$ cat src/usb_ep_pkg.sv
// constants, types and helpers of the endpoint configuration and status block
package usb_ep_pkg;

	localparam int EP_COUNT = 7;
	localparam logic [3:0] EP_LAST = 4'h6;

	// register indices; the byte address on the bus is four times the index
	localparam logic [9:0] IDX_SELECTOR = 10'h0C7;
	localparam logic [9:0] IDX_STATUS = 10'h0CE;
	localparam logic [9:0] IDX_CONFIG = 10'h0D4;
	localparam logic [9:0] IDX_IRQ_STATUS = 10'h0E0;
	localparam logic [9:0] IDX_IRQ_MASK = 10'h0E1;

	// endpoint_config fields
	localparam int CFG_ACTIVE_BIT = 7;
	localparam int CFG_TOGGLE_BIT = 3;
	localparam int CFG_WAY_BIT = 2;
	localparam int CFG_KIND_LSB = 0;
	localparam logic [7:0] CFG_RST_EP0 = 8'h80;
	localparam logic [7:0] CFG_RST_OTHER = 8'h00;

	// endpoint_status fields
	localparam int STA_CTL_DIR_BIT = 7;
	localparam int STA_BANK1_BIT = 6;
	localparam int STA_STALL_BIT = 5;

	localparam logic [1:0] KIND_CONTROL = 2'h0;
	localparam logic [1:0] KIND_ISO = 2'h1;
	localparam logic [1:0] KIND_BULK = 2'h2;
	localparam logic [1:0] KIND_INTR = 2'h3;

	localparam logic [6:0] IRQ_RST = 7'h00;
	localparam logic [3:0] SEL_RST = 4'h0;

	typedef enum logic [1:0] {HS_NONE, HS_ACK, HS_NAK, HS_STALL} hs_type;

	typedef struct packed {
		logic endpoint_active;
		logic toggle_state;
		logic transfer_way_select;
		logic [1:0] endpoint_kind;
		logic ctl_dir;
		logic bank1_out_received;
		logic stall_request;
	} ep_state_type;

	// events from the serial engine, same clock domain
	typedef struct packed {
		logic [3:0] ep;
		logic pkt_ok;
		logic pkt_data1;
		logic bank1_stored;
		logic token;
		logic token_in;
		logic token_bank1;
	} sie_event_type;

	typedef struct packed {
		logic valid;
		hs_type hs;
	} sie_resp_type;

	typedef struct packed {
		logic cyc;
		logic stb;
		logic we;
		logic [11:0] adr;
		logic [3:0] sel;
		logic [31:0] dat;
	} wb_req_type;

	function automatic ep_state_type ep_reset_value(input int idx);
		ep_state_type e;
		logic [7:0] v;
		v = (idx == 0) ? CFG_RST_EP0 : CFG_RST_OTHER;
		e = '0;
		e.endpoint_active = v[CFG_ACTIVE_BIT];
		e.toggle_state = v[CFG_TOGGLE_BIT];
		e.transfer_way_select = v[CFG_WAY_BIT];
		e.endpoint_kind = v[CFG_KIND_LSB +: 2];
		return e;
	endfunction : ep_reset_value

	// endpoint 0 always acts as control whatever was stored
	function automatic logic [1:0] kind_eff(input ep_state_type e, input logic [3:0] idx);
		return (idx == 4'h0) ? KIND_CONTROL : e.endpoint_kind;
	endfunction : kind_eff

endpackage : usb_ep_pkg

$ cat src/pin_sync3.sv
// three-stage synchroniser for a level arriving from outside the clock domain
`timescale 1ns/1ps
module pin_sync3
	import usb_ep_pkg::*;
(
	input wire logic i_clk_sys,
	input wire logic i_nrst,
	input wire logic i_pin,
	output logic o_level
);

	typedef struct packed {
		logic [2:0] ff;
		logic level;
	} sync_state_type;

	sync_state_type s_r;
	sync_state_type s_nxt;

	always_comb
	begin
		s_nxt = s_r;
		s_nxt.ff = {s_r.ff[1:0], i_pin};
		// first stage feeds only the second; the level moves once stages two and three agree
		if (s_r.ff[1] == s_r.ff[2])
		begin
			s_nxt.level = s_r.ff[2];
		end
	end

	always_ff @(posedge i_clk_sys)
	begin
		if (!i_nrst)
		begin
			s_r <= '0;
		end
		else
		begin
			s_r <= s_nxt;
		end
	end

	assign o_level = s_r.level;

endmodule : pin_sync3

$ cat src/usb_endpoint_control_status.sv
// endpoint configuration and status registers with serial-engine handshake decisions
`timescale 1ns/1ps
module usb_endpoint_control_status
	import usb_ep_pkg::*;
(
	input wire logic i_clk_sys,
	input wire logic i_nrst,
	input wire logic i_usb_bus_reset,
	input wire logic i_wb_cyc,
	input wire logic i_wb_stb,
	input wire logic i_wb_we,
	input wire logic [11:0] i_wb_adr,
	input wire logic [3:0] i_wb_sel,
	input wire logic [31:0] i_wb_dat,
	output logic o_wb_ack,
	output logic [31:0] o_wb_dat,
	input wire sie_event_type i_sie,
	output sie_resp_type o_sie_resp,
	output logic o_irq
);

	typedef struct packed {
		ep_state_type [EP_COUNT-1:0] ep;
		logic [3:0] selector;
		logic [6:0] irq_status;
		logic [6:0] irq_mask;
		logic wb_ack;
		logic [31:0] wb_dat;
		sie_resp_type resp;
		logic irq;
	} state_type;

	state_type s_r;
	state_type s_nxt;
	logic bus_reset_level;
	wb_req_type wb;

	// bus reset comes from the line detector, outside this clock
	pin_sync3 u_bus_reset_sync (
		.i_clk_sys(i_clk_sys),
		.i_nrst(i_nrst),
		.i_pin(i_usb_bus_reset),
		.o_level(bus_reset_level)
	);

	assign wb = '{cyc: i_wb_cyc, stb: i_wb_stb, we: i_wb_we, adr: i_wb_adr,
		sel: i_wb_sel, dat: i_wb_dat};

	function automatic logic [7:0] config_byte(input ep_state_type e, input logic [3:0] idx);
		logic [7:0] v;
		v = 8'h00;
		v[CFG_ACTIVE_BIT] = e.endpoint_active;
		v[CFG_TOGGLE_BIT] = e.toggle_state;
		v[CFG_WAY_BIT] = e.transfer_way_select;
		v[CFG_KIND_LSB +: 2] = kind_eff(e, idx);
		return v;
	endfunction : config_byte

	function automatic logic [7:0] status_byte(input ep_state_type e);
		logic [7:0] v;
		v = 8'h00;
		v[STA_CTL_DIR_BIT] = e.ctl_dir;
		v[STA_BANK1_BIT] = e.bank1_out_received;
		v[STA_STALL_BIT] = e.stall_request;
		return v;
	endfunction : status_byte

	function automatic state_type reset_state();
		state_type r;
		r = '0;
		for (int i = 0; i < EP_COUNT; i++)
		begin
			r.ep[i] = ep_reset_value(i);
		end
		r.selector = SEL_RST;
		r.irq_status = IRQ_RST;
		r.irq_mask = IRQ_RST;
		r.resp = '{valid: 1'b0, hs: HS_NONE};
		return r;
	endfunction : reset_state

	always_comb
	begin
		logic access;
		logic sel_ok;
		logic [9:0] idx;
		logic [2:0] sel_ep;
		logic [2:0] sie_ep;
		logic sie_ok;
		ep_state_type e;
		logic [1:0] k;
		access = 1'b0;
		sel_ok = 1'b0;
		idx = 10'h000;
		sel_ep = 3'h0;
		sie_ep = 3'h0;
		sie_ok = 1'b0;
		e = '0;
		k = KIND_CONTROL;
		s_nxt = s_r;
		s_nxt.wb_ack = 1'b0;
		s_nxt.resp.valid = 1'b0;
		s_nxt.resp.hs = HS_NONE;

		// classic single cycle: one-cycle ack, dropped the cycle after
		access = wb.cyc && wb.stb && !s_r.wb_ack;
		idx = wb.adr[11:2];
		sel_ok = (s_r.selector <= EP_LAST);
		sel_ep = s_r.selector[2:0];
		if (access)
		begin
			s_nxt.wb_ack = 1'b1;
			s_nxt.wb_dat = 32'h0000_0000;
			if (!wb.we)
			begin
				case (idx)
					IDX_SELECTOR: s_nxt.wb_dat[3:0] = s_r.selector;
					IDX_CONFIG:
					begin
						if (sel_ok)
						begin
							s_nxt.wb_dat[7:0] = config_byte(s_r.ep[sel_ep], s_r.selector);
						end
					end
					IDX_STATUS:
					begin
						if (sel_ok)
						begin
							s_nxt.wb_dat[7:0] = status_byte(s_r.ep[sel_ep]);
						end
					end
					IDX_IRQ_STATUS: s_nxt.wb_dat[6:0] = s_r.irq_status;
					IDX_IRQ_MASK: s_nxt.wb_dat[6:0] = s_r.irq_mask;
					default: s_nxt.wb_dat = 32'h0000_0000;
				endcase
			end
			else if (wb.sel[0])
			begin
				case (idx)
					IDX_SELECTOR: s_nxt.selector = wb.dat[3:0];
					IDX_CONFIG:
					begin
						if (sel_ok)
						begin
							// toggle is read-only; reserved bits are not stored
							s_nxt.ep[sel_ep].endpoint_active = wb.dat[CFG_ACTIVE_BIT];
							s_nxt.ep[sel_ep].transfer_way_select = wb.dat[CFG_WAY_BIT];
							if (s_r.selector != 4'h0)
							begin
								s_nxt.ep[sel_ep].endpoint_kind = wb.dat[CFG_KIND_LSB +: 2];
							end
						end
					end
					IDX_STATUS:
					begin
						if (sel_ok)
						begin
							s_nxt.ep[sel_ep].ctl_dir = wb.dat[STA_CTL_DIR_BIT];
							s_nxt.ep[sel_ep].stall_request = wb.dat[STA_STALL_BIT];
							// firmware may only clear the bank flag, never set it
							if (!wb.dat[STA_BANK1_BIT])
							begin
								s_nxt.ep[sel_ep].bank1_out_received = 1'b0;
							end
						end
					end
					IDX_IRQ_STATUS: s_nxt.irq_status = s_r.irq_status & ~wb.dat[6:0];
					IDX_IRQ_MASK: s_nxt.irq_mask = wb.dat[6:0];
					default: s_nxt.selector = s_nxt.selector;
				endcase
			end
		end

		// hardware events come after the bus so a set in the clear cycle wins
		sie_ok = (i_sie.ep <= EP_LAST);
		sie_ep = i_sie.ep[2:0];
		if (sie_ok)
		begin
			e = s_r.ep[sie_ep];
			k = kind_eff(e, i_sie.ep);
			if (e.endpoint_active)
			begin
				if (i_sie.pkt_ok)
				begin
					s_nxt.ep[sie_ep].toggle_state = !i_sie.pkt_data1;
				end
				if (i_sie.bank1_stored)
				begin
					s_nxt.ep[sie_ep].bank1_out_received = 1'b1;
					s_nxt.irq_status[sie_ep] = 1'b1;
				end
			end
		end

		if (i_sie.token)
		begin
			s_nxt.resp.valid = 1'b1;
			if (!sie_ok || !e.endpoint_active)
			begin
				s_nxt.resp.hs = HS_NONE;
			end
			else if (k != KIND_CONTROL && e.transfer_way_select != i_sie.token_in)
			begin
				// direction bit only matters off control
				s_nxt.resp.hs = HS_NONE;
			end
			else if (e.stall_request)
			begin
				s_nxt.resp.hs = HS_STALL;
			end
			else if (!i_sie.token_in && i_sie.token_bank1 && e.bank1_out_received
				&& k != KIND_ISO)
			begin
				s_nxt.resp.hs = HS_NAK;
			end
			else
			begin
				s_nxt.resp.hs = HS_ACK;
			end
		end

		s_nxt.irq = |(s_nxt.irq_status & s_nxt.irq_mask);
	end

	always_ff @(posedge i_clk_sys)
	begin
		if (!i_nrst || bus_reset_level)
		begin
			s_r <= reset_state();
		end
		else
		begin
			s_r <= s_nxt;
		end
	end

	assign o_wb_ack = s_r.wb_ack;
	assign o_wb_dat = s_r.wb_dat;
	assign o_sie_resp = s_r.resp;
	assign o_irq = s_r.irq;

endmodule : usb_endpoint_control_status

$ cat config.mk
export PLATFORM = sky130hd
export DESIGN_NAME = usb_endpoint_control_status
export DESIGN_NICKNAME = d
export VERILOG_FILES = /design/src/usb_ep_pkg.sv /design/src/pin_sync3.sv /design/src/usb_endpoint_control_status.sv
export SDC_FILE = /design/constraint.sdc
export NUM_CORES = 1
export LEC_CHECK = 0
export BUFFER_PORTS_ARGS = -buffer_cell sky130_fd_sc_hd__clkbuf_2
export CAP_MARGIN = 10
export CORE_MARGIN = 1.5
export CORE_UTILIZATION = 25
export CTS_BUF_LIST = sky130_fd_sc_hd__clkbuf_4 sky130_fd_sc_hd__clkbuf_8
export DETAILED_ROUTE_END_ITERATION = 8
export GPL_TIMING_DRIVEN = 0
export PLACE_DENSITY = 0.4
export RECOVER_POWER = 100
export SLEW_MARGIN = 20
export SYNTH_ARGS = -nofsm -noshare
export SYNTH_HDL_FRONTEND = slang
export SYNTH_SLANG_ARGS = --single-unit
$ cat constraint.sdc
create_clock -name i_clk_sys -period 4.01 [get_ports i_clk_sys]
set_clock_uncertainty 0.15 [all_clocks]
set_input_delay 0.401 -clock i_clk_sys [delete_from_list [all_inputs] [get_ports i_clk_sys]]
set_output_delay 0.401 -clock i_clk_sys [all_outputs]
set_load 0.005 [all_outputs]
* Yosys cells after proc, flatten, opt, wreduce, memory -nomap -nowiden
Cells that the tools add are included.
** Word-level totals
- Register bits after elaboration :: 115
- Logic and storage cells :: 166
** Cells by class
- $lt $le $gt $ge :: 6
- Eq/ne operators :: 8
- Multiplexer cells :: 65
- Bitwise gates (word level) :: 5
- Reduce and logical (&&, ||, !) cells :: 23
** Operators with widths (number)
- $mux W56 :: 10
- $bwmux W56 :: 8
- $demux W8 S3 :: 8
- $mux W74 :: 2
- $pmux W56 S2 :: 1
- $mux W107 :: 1
- $mux W8 :: 7
- $eq A10 B8 Y1 const B :: 5
- $bmux W8 S3 :: 2
- $mux W7 :: 6
- $pmux W4 S5 :: 1
- $mux W2 :: 9
- $and A7 B7 Y7 :: 2
- $pmux W3 S4 :: 1
- $le A4 B3 Y1 const B :: 2
- $logic_and A1 B1 Y1 :: 8
- $logic_not A4 Y1 :: 2
- $lt A3 B4 Y1 const B :: 2
- $not A7 Y7 :: 1
- $or A7 B7 Y7 :: 1
- $reduce_or A7 Y1 :: 1
- $ge A3 B1 Y1 const B :: 2
- $logic_not A1 Y1 :: 6
- $mux W3 :: 2
- other kinds (15) :: 17

* Longest topological paths before layout
Gate-level depths: netlist of run 1.
- Depth in word-level cells :: 21
- Gate-level depth with buffers :: 9

* Modules after synthesis
A second synthesis of run 1 with hierarchy kept.
** Second synthesis, totals
- Cells, all modules :: 612
- Area total of the unflattened synthesis :: 4923.5 um^2
** Modules (own cells, without submodules)
- usb_endpoint_control_status :: times used 1, cells an instance 602, area each 4807.1 um^2, sequential area each 1721.7 um^2
- pin_sync3 :: times used 1, cells an instance 10, area each 116.4 um^2, sequential area each 80.1 um^2

* Worst setup path before layout of run 1
No wires, ideal clock.
- Path type :: input-to-reg
- From :: input port i_wb_adr[10]
- To :: register s_r, in the netlist o_irq
- Setup time :: 0.133 ns
- Arrival time :: 1.789 ns
- Data required time :: 3.727 ns
- Setup slack :: 1.938 ns
- Stages on the path :: 6
- Path buffers :: 0
- Cells stage by stage :: nand4bb_4 > nor4b_4 > and3_1 > mux2_1 > a22oi_2 > a31oi_1
** Between the ends
- Word-level cells in the longest chain between the ends :: 11
- Elaborated cells on any way between the ends :: 13
- Classes of those cells :: eq/ne (2); mux (8); bitwise (2); reduce/logical (1)
** RTL lines
- start, declared :: RTL line usb_endpoint_control_status.sv:12 : input wire logic [11:0] i_wb_adr,
- $eq A10 B8 Y1 :: RTL line usb_endpoint_control_status.sv:139 : case (idx)
- $mux W7 :: RTL line usb_endpoint_control_status.sv:139
- $mux W74 (*) :: RTL line usb_endpoint_control_status.sv:137 : else if (wb.sel[0])
- $mux W74 (*) :: RTL line usb_endpoint_control_status.sv:114 : if (!wb.we)
- $mux W107 (*) :: RTL line usb_endpoint_control_status.sv:110 : if (access)
- $or A7 B7 Y7 (no line)
- $mux W7 :: RTL line usb_endpoint_control_status.sv:187 : if (i_sie.bank1_stored)
- $mux W7 :: RTL line usb_endpoint_control_status.sv:181 : if (e.endpoint_active)
- $mux W7 :: RTL line usb_endpoint_control_status.sv:177 : if (sie_ok)
- $and A7 B7 Y7 (*) :: RTL line usb_endpoint_control_status.sv:222 : s_nxt.irq = |(s_nxt.irq_status & s_nxt.irq_mask);
- $reduce_or A7 Y1 (*) :: RTL line usb_endpoint_control_status.sv:222
- end signal, assigned :: RTL line usb_endpoint_control_status.sv:229 : s_r <= reset_state();
- end signal, assigned :: RTL line usb_endpoint_control_status.sv:233 : s_r <= s_nxt;
- end, declared :: RTL line usb_endpoint_control_status.sv:33 : state_type s_r;
Every way passes the cells marked *; elsewhere a longest branch is shown, timed or not.
A chain may end at the register's enable or synchronous reset.

==> flow_summary.ini, run 1 <==
[clocking]
clk_pin_slew_ns = 0.09
clock-sinks = 89
cts_tree = yes
h-tree-depth = 3
clock_latency_ns = 0.39
cts_max_path_buffers = 2
numCtsBuffers = 9
postCtsSetupRepairBufs = 0
ctsResizeCount = 0
cts-root-buf = clkbuf_8
cts_hold_buffers = 0

[layout]
nFillCells = 2185
diodes = 0
seqCellArea_mm2 = 0.00178
drive_gt1_share_pct = 17.8
areaGrowthSynthToFinish_pct = 14.3
layout.nets = 749
multiInputGateArea_mm2 = 0.00272
fin_area_mm2 = 0.00572

[synthesis]
syn-cell-area_mm2 = 0.00500
yosysTopAreaCellShare_pct = 35.6
synth_cells = 609
synth.distinct_cells = 64
synth_seq_cells = 89
synth_top_family_by_area = compound AO/OA/AOI/OAI gates
synthMuxAreaShare_pct = 11.5
ys_seq_area_share_pct = 35.6
synthFlopType = dfxtp_1
async_flop_share_pct = 0
synth_common_cells = dfxtp_1, nand2_1, o21ai_0
synth_top_area_cell = dfxtp_1
yosys.area_share.adder_pct = 0
synth_most_common_cell = dfxtp_1
yosysWarnings = 0
avgSynthCellArea_um2 = 8.22
synth_compound_gate_area_share_pct = 22.3
synth_xor_xnor_area_share_pct = 0.175
synth_edf_count = 0
synth_area_leaders = dfxtp_1, o21ai_0, a21oi_1, nand2_1, mux2i_1
synth_simple_gate_area_share_pct = 20.5

[worst_setup_path]
reg2reg_depth = 7
path_buf_inv = 2
path_cells = clkbuf_1 -> clkbuf_1 -> nor2b_1 -> nand2_1 -> nor2_1 -> o21ai_0 -> a31oi_1
cp_top_family = buffers and inverters
critPathMaxFanout = 10
crit_path_frequent_cell = clkbuf_1
slowest_stage = clkbuf_1
critPathLaunchType = flip-flop
worst-setup-path-type = reg -> reg
crit_path_max_incr_delay_ns = 0.68
cp.arrival_ns = 3.17
cp.required_ns = 4.17
cp.depth = 7
end_kind = flip-flop

[sta]
rsz0062_at_grt = false
maxSlewHeadroom_pct = 11.8
period_needed_ns = 3.01
worst_slew_pin_slew_ns = 1.31
min_period_over_period_pct = 75.0
finalMaxSlewViolations = 0
max_freq_mhz = 332
whs_ns = 0.0977
setup_viol_count_final = 0
hold_violations = 0
tns_ns = 0

[floorplan]
rows = 51
ios = 101
die_area_mm2 = 0.0209
die-width_um = 144
core_mm2 = 0.0195
initial_core_util_pct = 25.6
die_h_um = 144

[routing]
routedWlPerCell_um = 18.7
drt-met1-wl_um = 8150
post-route-drc-count = 0
route.met3.wl_um = 1380
detail_route.vias_per_cell = 4.94
vias = 4715
routed_wl_um = 17900
final_antenna_net_count = 0
dr_wl_met2_um = 8060
top_layer_used = met4
drtIter0Drc = 348
firstDrtPassIters = 5

[global_routing]
grt_antenna_before_repair = 0
grt.overflow.total = 0
grt_usage_pct = 17.7
grt_pass1_wl_um = 27100
grt_pass1_vias = 4459
grt_start_max_net_pins = 15

[job]
timing.max_cap.violations = 0

[worst_hold_path]
hold_depth = 2
hold_path_class = in -> reg

[power]
p_per_area_mw_per_mm2 = 297
p_leak_nw = 2.05
vdd_drop_max_mv = 0.167
totalPowerFinal_mw = 1.70

[placement]
place.gp.congestion = 0.890
place_area_mm2 = 0.00563
portBuffers = 42
hpwl_um = 13500

[status]
status = finished, final reports clean
stage by stage:
step	setup slack [ns]	utilization, %	instances
6_report	1.00	29.3	955
5_1_grt	0.869	29.3	955
4_1_cts	1.55	29.8	955
3_5_place_dp	1.58	28.8	939
3_3_place_gp	1.60	28.8	939
2_1_floorplan	1.94	-	632
placed cells by master (no fill, tap or decap), types with 7 or more instances in the layout:
master	n
dfxtp_1	89
nand2_1	83
o21ai_0	72
a21oi_1	64
nor2_1	43
clkbuf_2	37
clkbuf_1	30
buf_4	29
mux2i_1	29
conb_1	24
nand3_1	13
nor3_1	12
inv_1	12
a22oi_1	11
clkbuf_4	10
a31oi_1	9
mux4_2	9
clkbuf_8	9
and2_1	8
buf_2	7
layout make-up:
cell class              instances  share of cell area (%)
well taps                     265                    5.80
repair buffers                 42                    3.57
clock inverters                 5                   0.984
inverters                      16                    1.05
multi-input cells             455                    47.6
clock buffers                  11                    2.43
plain buffers                  72                    7.44
flip-flops and latches         89                    31.1
cells by family (layout without fill, tap and decap cells):
| group | after synthesis | count (layout) |
|---|---|---|
| simple gates | 198 | 198 |
| compound gates | 187 | 187 |
| flops | 89 | 89 |
| buf+inv | 88 | 146 |
| mux | 45 | 45 |
| other cells | 1 | 24 |
| xor+xnor | 1 | 1 |
path summary, 6_finish.rpt:
| path | from | endpoint | slack (ns) |
|---|---|---|---|
| setup / recovery | s_r[51] | flip-flop | 1.00 |
| hold / removal | i_usb_bus_reset | u_bus_reset_sync.s_nxt[2] | 0.1 |
| hold reg to reg | u_bus_reset_sync.s_nxt[2] | u_bus_reset_sync.s_nxt[3] | 0.29 |
| setup reg to reg | s_r[51] | flip-flop | 1.00 |
per-layer routing:
| metal | track usage (%) | vias up |
|---|---|---|
| met5 | 0 | - |
| met4 | 4.09 | 0 |
| met3 | 3.81 | 16 |
| met2 | 28.3 | 192 |
| met1 | 24.3 | 2242 |
| li1 | - | 2265 |
power by group:
part	leakage (nW)	total, mW	internal (mW)	switching, mW
sequential	0.718	0.889	0.887	0.00194
clock	0.100	0.650	0.302	0.348
combinational	1.23	0.159	0.0570	0.102
Note: power is estimated with default switching activity, not from simulation.
==> inputs of run 2 (changes only) <==
- clock period: 4.01 -> 2.8 ns (I/O delays scaled with it)
==> run 2 against run 1 <==
Sequential power rose by 43%. Die area did not move. Hold slack got worse by 0.069 ns. First-iteration DRC count rose by 9.5%.
==> flow_summary.ini, run 2 (synthesized netlist as in run 1, its figures left out) <==
[placement]
place_area_mm2 = 0.00563
hpwl_um = 13500
portBuffers = 42
place.gp.congestion = 0.890

[sta]
rsz0062_at_grt = false
tns_ns = 0
hold_violations = 0
worst_slew_pin_slew_ns = 0.824
max_freq_mhz = 401
finalMaxSlewViolations = 0
period_needed_ns = 2.49
min_period_over_period_pct = 89.1
setup_viol_count_final = 0
maxSlewHeadroom_pct = 44.6

[floorplan]
die_area_mm2 = 0.0209
rows = 51
initial_core_util_pct = 25.6
die_h_um = 144
core_mm2 = 0.0195
die-width_um = 144
ios = 101

[worst_setup_path]
reg2reg_depth = 7
worst-setup-path-type = reg -> reg
cp.arrival_ns = 2.66
critPathLaunchType = flip-flop
critPathMaxFanout = 10
cp.required_ns = 2.96
end_kind = flip-flop

[layout]
drive_gt1_share_pct = 19.2
areaGrowthSynthToFinish_pct = 16.0
nFillCells = 2173
layout.nets = 753
fin_area_mm2 = 0.00580
seqCellArea_mm2 = 0.00178
final_cell_mix = dfxtp_1, nand2_1, o21ai_0, a21oi_1, nor2_1
diodes = 0
final_common_cell = dfxtp_1
multiInputGateArea_mm2 = 0.00276

[global_routing]
grt.overflow.total = 0
grt_pass1_wl_um = 27100
grt_pass1_vias = 4470
grt_usage_pct = 17.7
grt_start_max_net_pins = 15
grt_antenna_before_repair = 0

[job]
timing.max_cap.violations = 0

[routing]
drtIter0Drc = 381
detail_route.vias_per_cell = 4.96
post-route-drc-count = 0
firstDrtPassIters = 5
final_antenna_net_count = 0
routed_wl_um = 17800
routedWlPerCell_um = 18.6
vias = 4756

[status]
status = finished, final reports clean

[power]
p_per_area_mw_per_mm2 = 420
totalPowerFinal_mw = 2.43
vdd_drop_max_mv = 0.240
p_leak_nw = 2.09

[clocking]
cts_max_path_buffers = 2
cts_tree = yes
numCtsBuffers = 9
cts-root-buf = clkbuf_8
postCtsSetupRepairBufs = 0
clock-sinks = 89
ctsResizeCount = 0
h-tree-depth = 3
clock_latency_ns = 0.38
clk_pin_slew_ns = 0.09

[worst_hold_path]
hold_path_class = in -> reg
hold_depth = 2
[run 2: layout make-up]
class | count | share of cell area, %
Buffer | 72 | 7.46
Clock buffer | 11 | 2.39
Clock inverter | 5 | 0.970
Inverter | 16 | 1.03
Multi-Input combinational cell | 455 | 47.5
Sequential cell | 89 | 30.7
Tap cell | 265 | 5.71
Timing Repair Buffer | 46 | 4.25
[run 2: metal layers]
metal	share of wire, %	GRT usage [%]	routed length, um
met5	0	0	0
met4	1.7	4.09	304
met3	6.8	3.77	1210
met2	45	28.4	8060
met1	46	24.3	8260
[run 2: power by group]
part | leakage [nW] | switching, mW | internal (mW)
clock network | 0.100 | 0.494 | 0.432
registers | 0.718 | 0.00277 | 1.27
logic | 1.27 | 0.148 | 0.0881
[run 2: metrics by stage]
stage	hold slack [ns]	setup slack (ns)	utilization [%]	std cells
global route	0.0228	0.0995	29.7	959
detailed placement	0.271	0.399	28.8	939
finish	0.0285	0.305	29.7	959
global placement	0.267	0.394	28.8	939
floorplan	0.226	0.849	-	632
CTS	0.0114	0.344	30.1	959
[run 2: path summary, 6_finish.rpt]
check / from / to / slack [ns]
worst max register to register: o_wb_ack / flip-flop / 0.31
worst max-delay path: o_wb_ack / flip-flop / 0.31
worst min register to register: u_bus_reset_sync.s_nxt[2] / u_bus_reset_sync.s_nxt[3] / 0.29
worst min-delay path: i_nrst / u_bus_reset_sync.s_r[3] / 0.03
[run 2: repair_timing]
item                       in CTS  in global routing
hold buffers                    4                  0
setup endpoints to repair       0                  0
hold endpoints to repair        5                  0
[run 2: critical path, stage by stage, from the launching register on]
cell,delay (ns)
dfxtp_1,0.31
nand3b_1,0.24
nor2_2,0.43
nand3_1,0.26
clkbuf_1,0.35
nor2_1,0.38
o21ai_0,0.14
a31oi_1,0.17
==> inputs of run 3 (changes only) <==
- CELL_PAD_IN_SITES_DETAIL_PLACEMENT: unset -> 1
- CELL_PAD_IN_SITES_GLOBAL_PLACEMENT: unset -> 1
- CTS_CLUSTER_SIZE: unset -> 30
- PLACE_DENSITY: 0.4 -> 0.51
- SKIP_CTS_REPAIR_TIMING: unset -> 1
==> run 3 against run 2 <==
Count of clock-buffer cells in the layout fell by 2. Critical path depth down 1. Non-clock buffer count stayed put. Sequential power barely moved. Maximum frequency down 4.3%. Routed wire length increased by 6.0%. Flip-flop and latch count unchanged. Setup slack worse by 0.11 ns. Combinational power is essentially flat. Design area increased by 0.56%. Largest power group unchanged.
==> flow_summary.ini, run 3 (synthesized netlist as in run 1, its figures left out) <==
[status]
status = finished, final reports clean

[layout]
final_common_cell = dfxtp_1
areaGrowthSynthToFinish_pct = 16.6
nFillCells = 2422
layout.nets = 753
postLayoutCoreUtil_pct = 29.9
final_cell_mix = dfxtp_1, nand2_1, o21ai_0, a21oi_1, nor2_1
drive_gt1_share_pct = 19.3
diodes = 0
finalNonFillerCells = 959

[sta]
setup_viol_count_final = 0
period_needed_ns = 2.61
finalMaxSlewViolations = 0
hold_violations = 0
max_freq_mhz = 384
min_period_over_period_pct = 93.1
rsz0062_at_grt = false
worst_slew_pin_slew_ns = 0.806
tns_ns = 0
maxSlewHeadroom_pct = 45.8

[power]
p_per_area_mw_per_mm2 = 430
p_leak_nw = 2.09
totalPowerFinal_mw = 2.51
vdd_drop_max_mv = 0.255

[floorplan]
initial_core_util_pct = 25.6
die_h_um = 144
core_mm2 = 0.0195
rows = 51
ios = 101
die-width_um = 144
die_area_mm2 = 0.0209

[worst_setup_path]
critPathMaxFanout = 10
critPathLaunchType = flip-flop
worst-setup-path-type = reg -> reg
cp.required_ns = 2.97
path_buf_inv = 2
cp.arrival_ns = 2.77
cp_top_family = simple AND/OR/NAND/NOR gates
path_cells = buf_2 -> clkbuf_1 -> nand3_1 -> nor2_1 -> o21ai_0 -> a31oi_1
end_kind = flip-flop
slowest_stage = nand3_1
crit_path_max_incr_delay_ns = 0.54

[routing]
final_antenna_net_count = 0
firstDrtPassIters = 4
detail_route.vias_per_cell = 4.98
post-route-drc-count = 0
routedWlPerCell_um = 19.7
vias = 4773
drtIter0Drc = 238
routed_wl_um = 18900

[global_routing]
grt_start_max_net_pins = 18
grt.overflow.total = 0
grt_antenna_before_repair = 0
grt_usage_pct = 18.5
grt_pass1_vias = 4754
grt_pass1_wl_um = 28200

[clocking]
cts_tree = yes
numCtsBuffers = 9
clk_pin_slew_ns = 0.11
clock-sinks = 89
h-tree-depth = 3
clock_latency_ns = 0.40
cts_max_path_buffers = 2
cts-root-buf = clkbuf_8

[placement]
hpwl_um = 14500
place.gp.congestion = 0.845
portBuffers = 42
dp.cells = 939

[job]
timing.max_cap.violations = 0

[worst_hold_path]
hold_path_class = in -> reg
-- run 3: cell count changes in the layout (fill, tap and decap cells not counted) --
cell / before / now
and2_0: 3 / 5
and2_1: 7 / 5
buf_4: 28 / 29
clkbuf_1: 26 / 27
clkbuf_2: 40 / 38
clkbuf_4: 10 / 8
clkinv_2: 2 / 1
clkinv_4: 1 / 0
inv_6: 0 / 2
inv_8: 0 / 2
nand3_1: 13 / 12
nand3_2: 0 / 1
nor4_1: 4 / 3
nor4_4: 0 / 1
-- run 3: cell type report --
cell class | instances | area (um2) | share of cell area (%)
Multi-Input combinational cell | 455 | 2780 | 47.6
Sequential cell | 89 | 1780 | 30.5
Buffer | 72 | 435 | 7.46
Tap cell | 265 | 332 | 5.68
Timing Repair Buffer | 46 | 245 | 4.20
Clock buffer | 9 | 124 | 2.12
Clock inverter | 7 | 82.6 | 1.41
Inverter | 16 | 60.1 | 1.03
-- run 3: layer usage --
layer	GRT usage [%]	vias to the layer above	part of all wire (%)
met3	3.41	19	4.5
met1	24.7	2375	47
met5	0	-	0
met2	30.1	116	46
li1	-	2263	-
met4	5.85	0	1.6
-- run 3: final timing paths --
kind / startpoint / end / slack, ns / depth (start not counted)
max: s_r[52] / flip-flop / 0.19 / 6
max reg2reg: s_r[52] / flip-flop / 0.19 / 6
min reg2reg: u_bus_reset_sync.s_nxt[2] / u_bus_reset_sync.s_nxt[3] / 0.30 / 1
min: i_wb_dat[3] / s_r[54] / 0.004 / 3
-- run 3: power by group --
group	total [mW]	switching (mW)	leakage (nW)	internal (mW)
sequential	1.27	0.00285	0.718	1.27
clock	1.00	0.570	0.104	0.430
combinational	0.238	0.150	1.27	0.0881
-- run 3: through the flow --
| stage | hold slack, ns | setup WS, ns | cell area [um2] |
|---|---|---|---|
| after floorplan | 0.226 | 0.849 | 5090 |
| after global placement | 0.265 | 0.239 | 5630 |
| after detailed placement | 0.280 | 0.276 | 5630 |
| after CTS | -0.0781 | 0.225 | 5840 |
| after global routing | 0.00239 | 0.0388 | 5840 |
| final | 0.00350 | 0.194 | 5840 |
-- run 3: tightest hold or removal path, stage by stage --
cell and delay [ns]:
clkbuf_2 0.11, nand3_1 0.07, a21oi_1 0.05
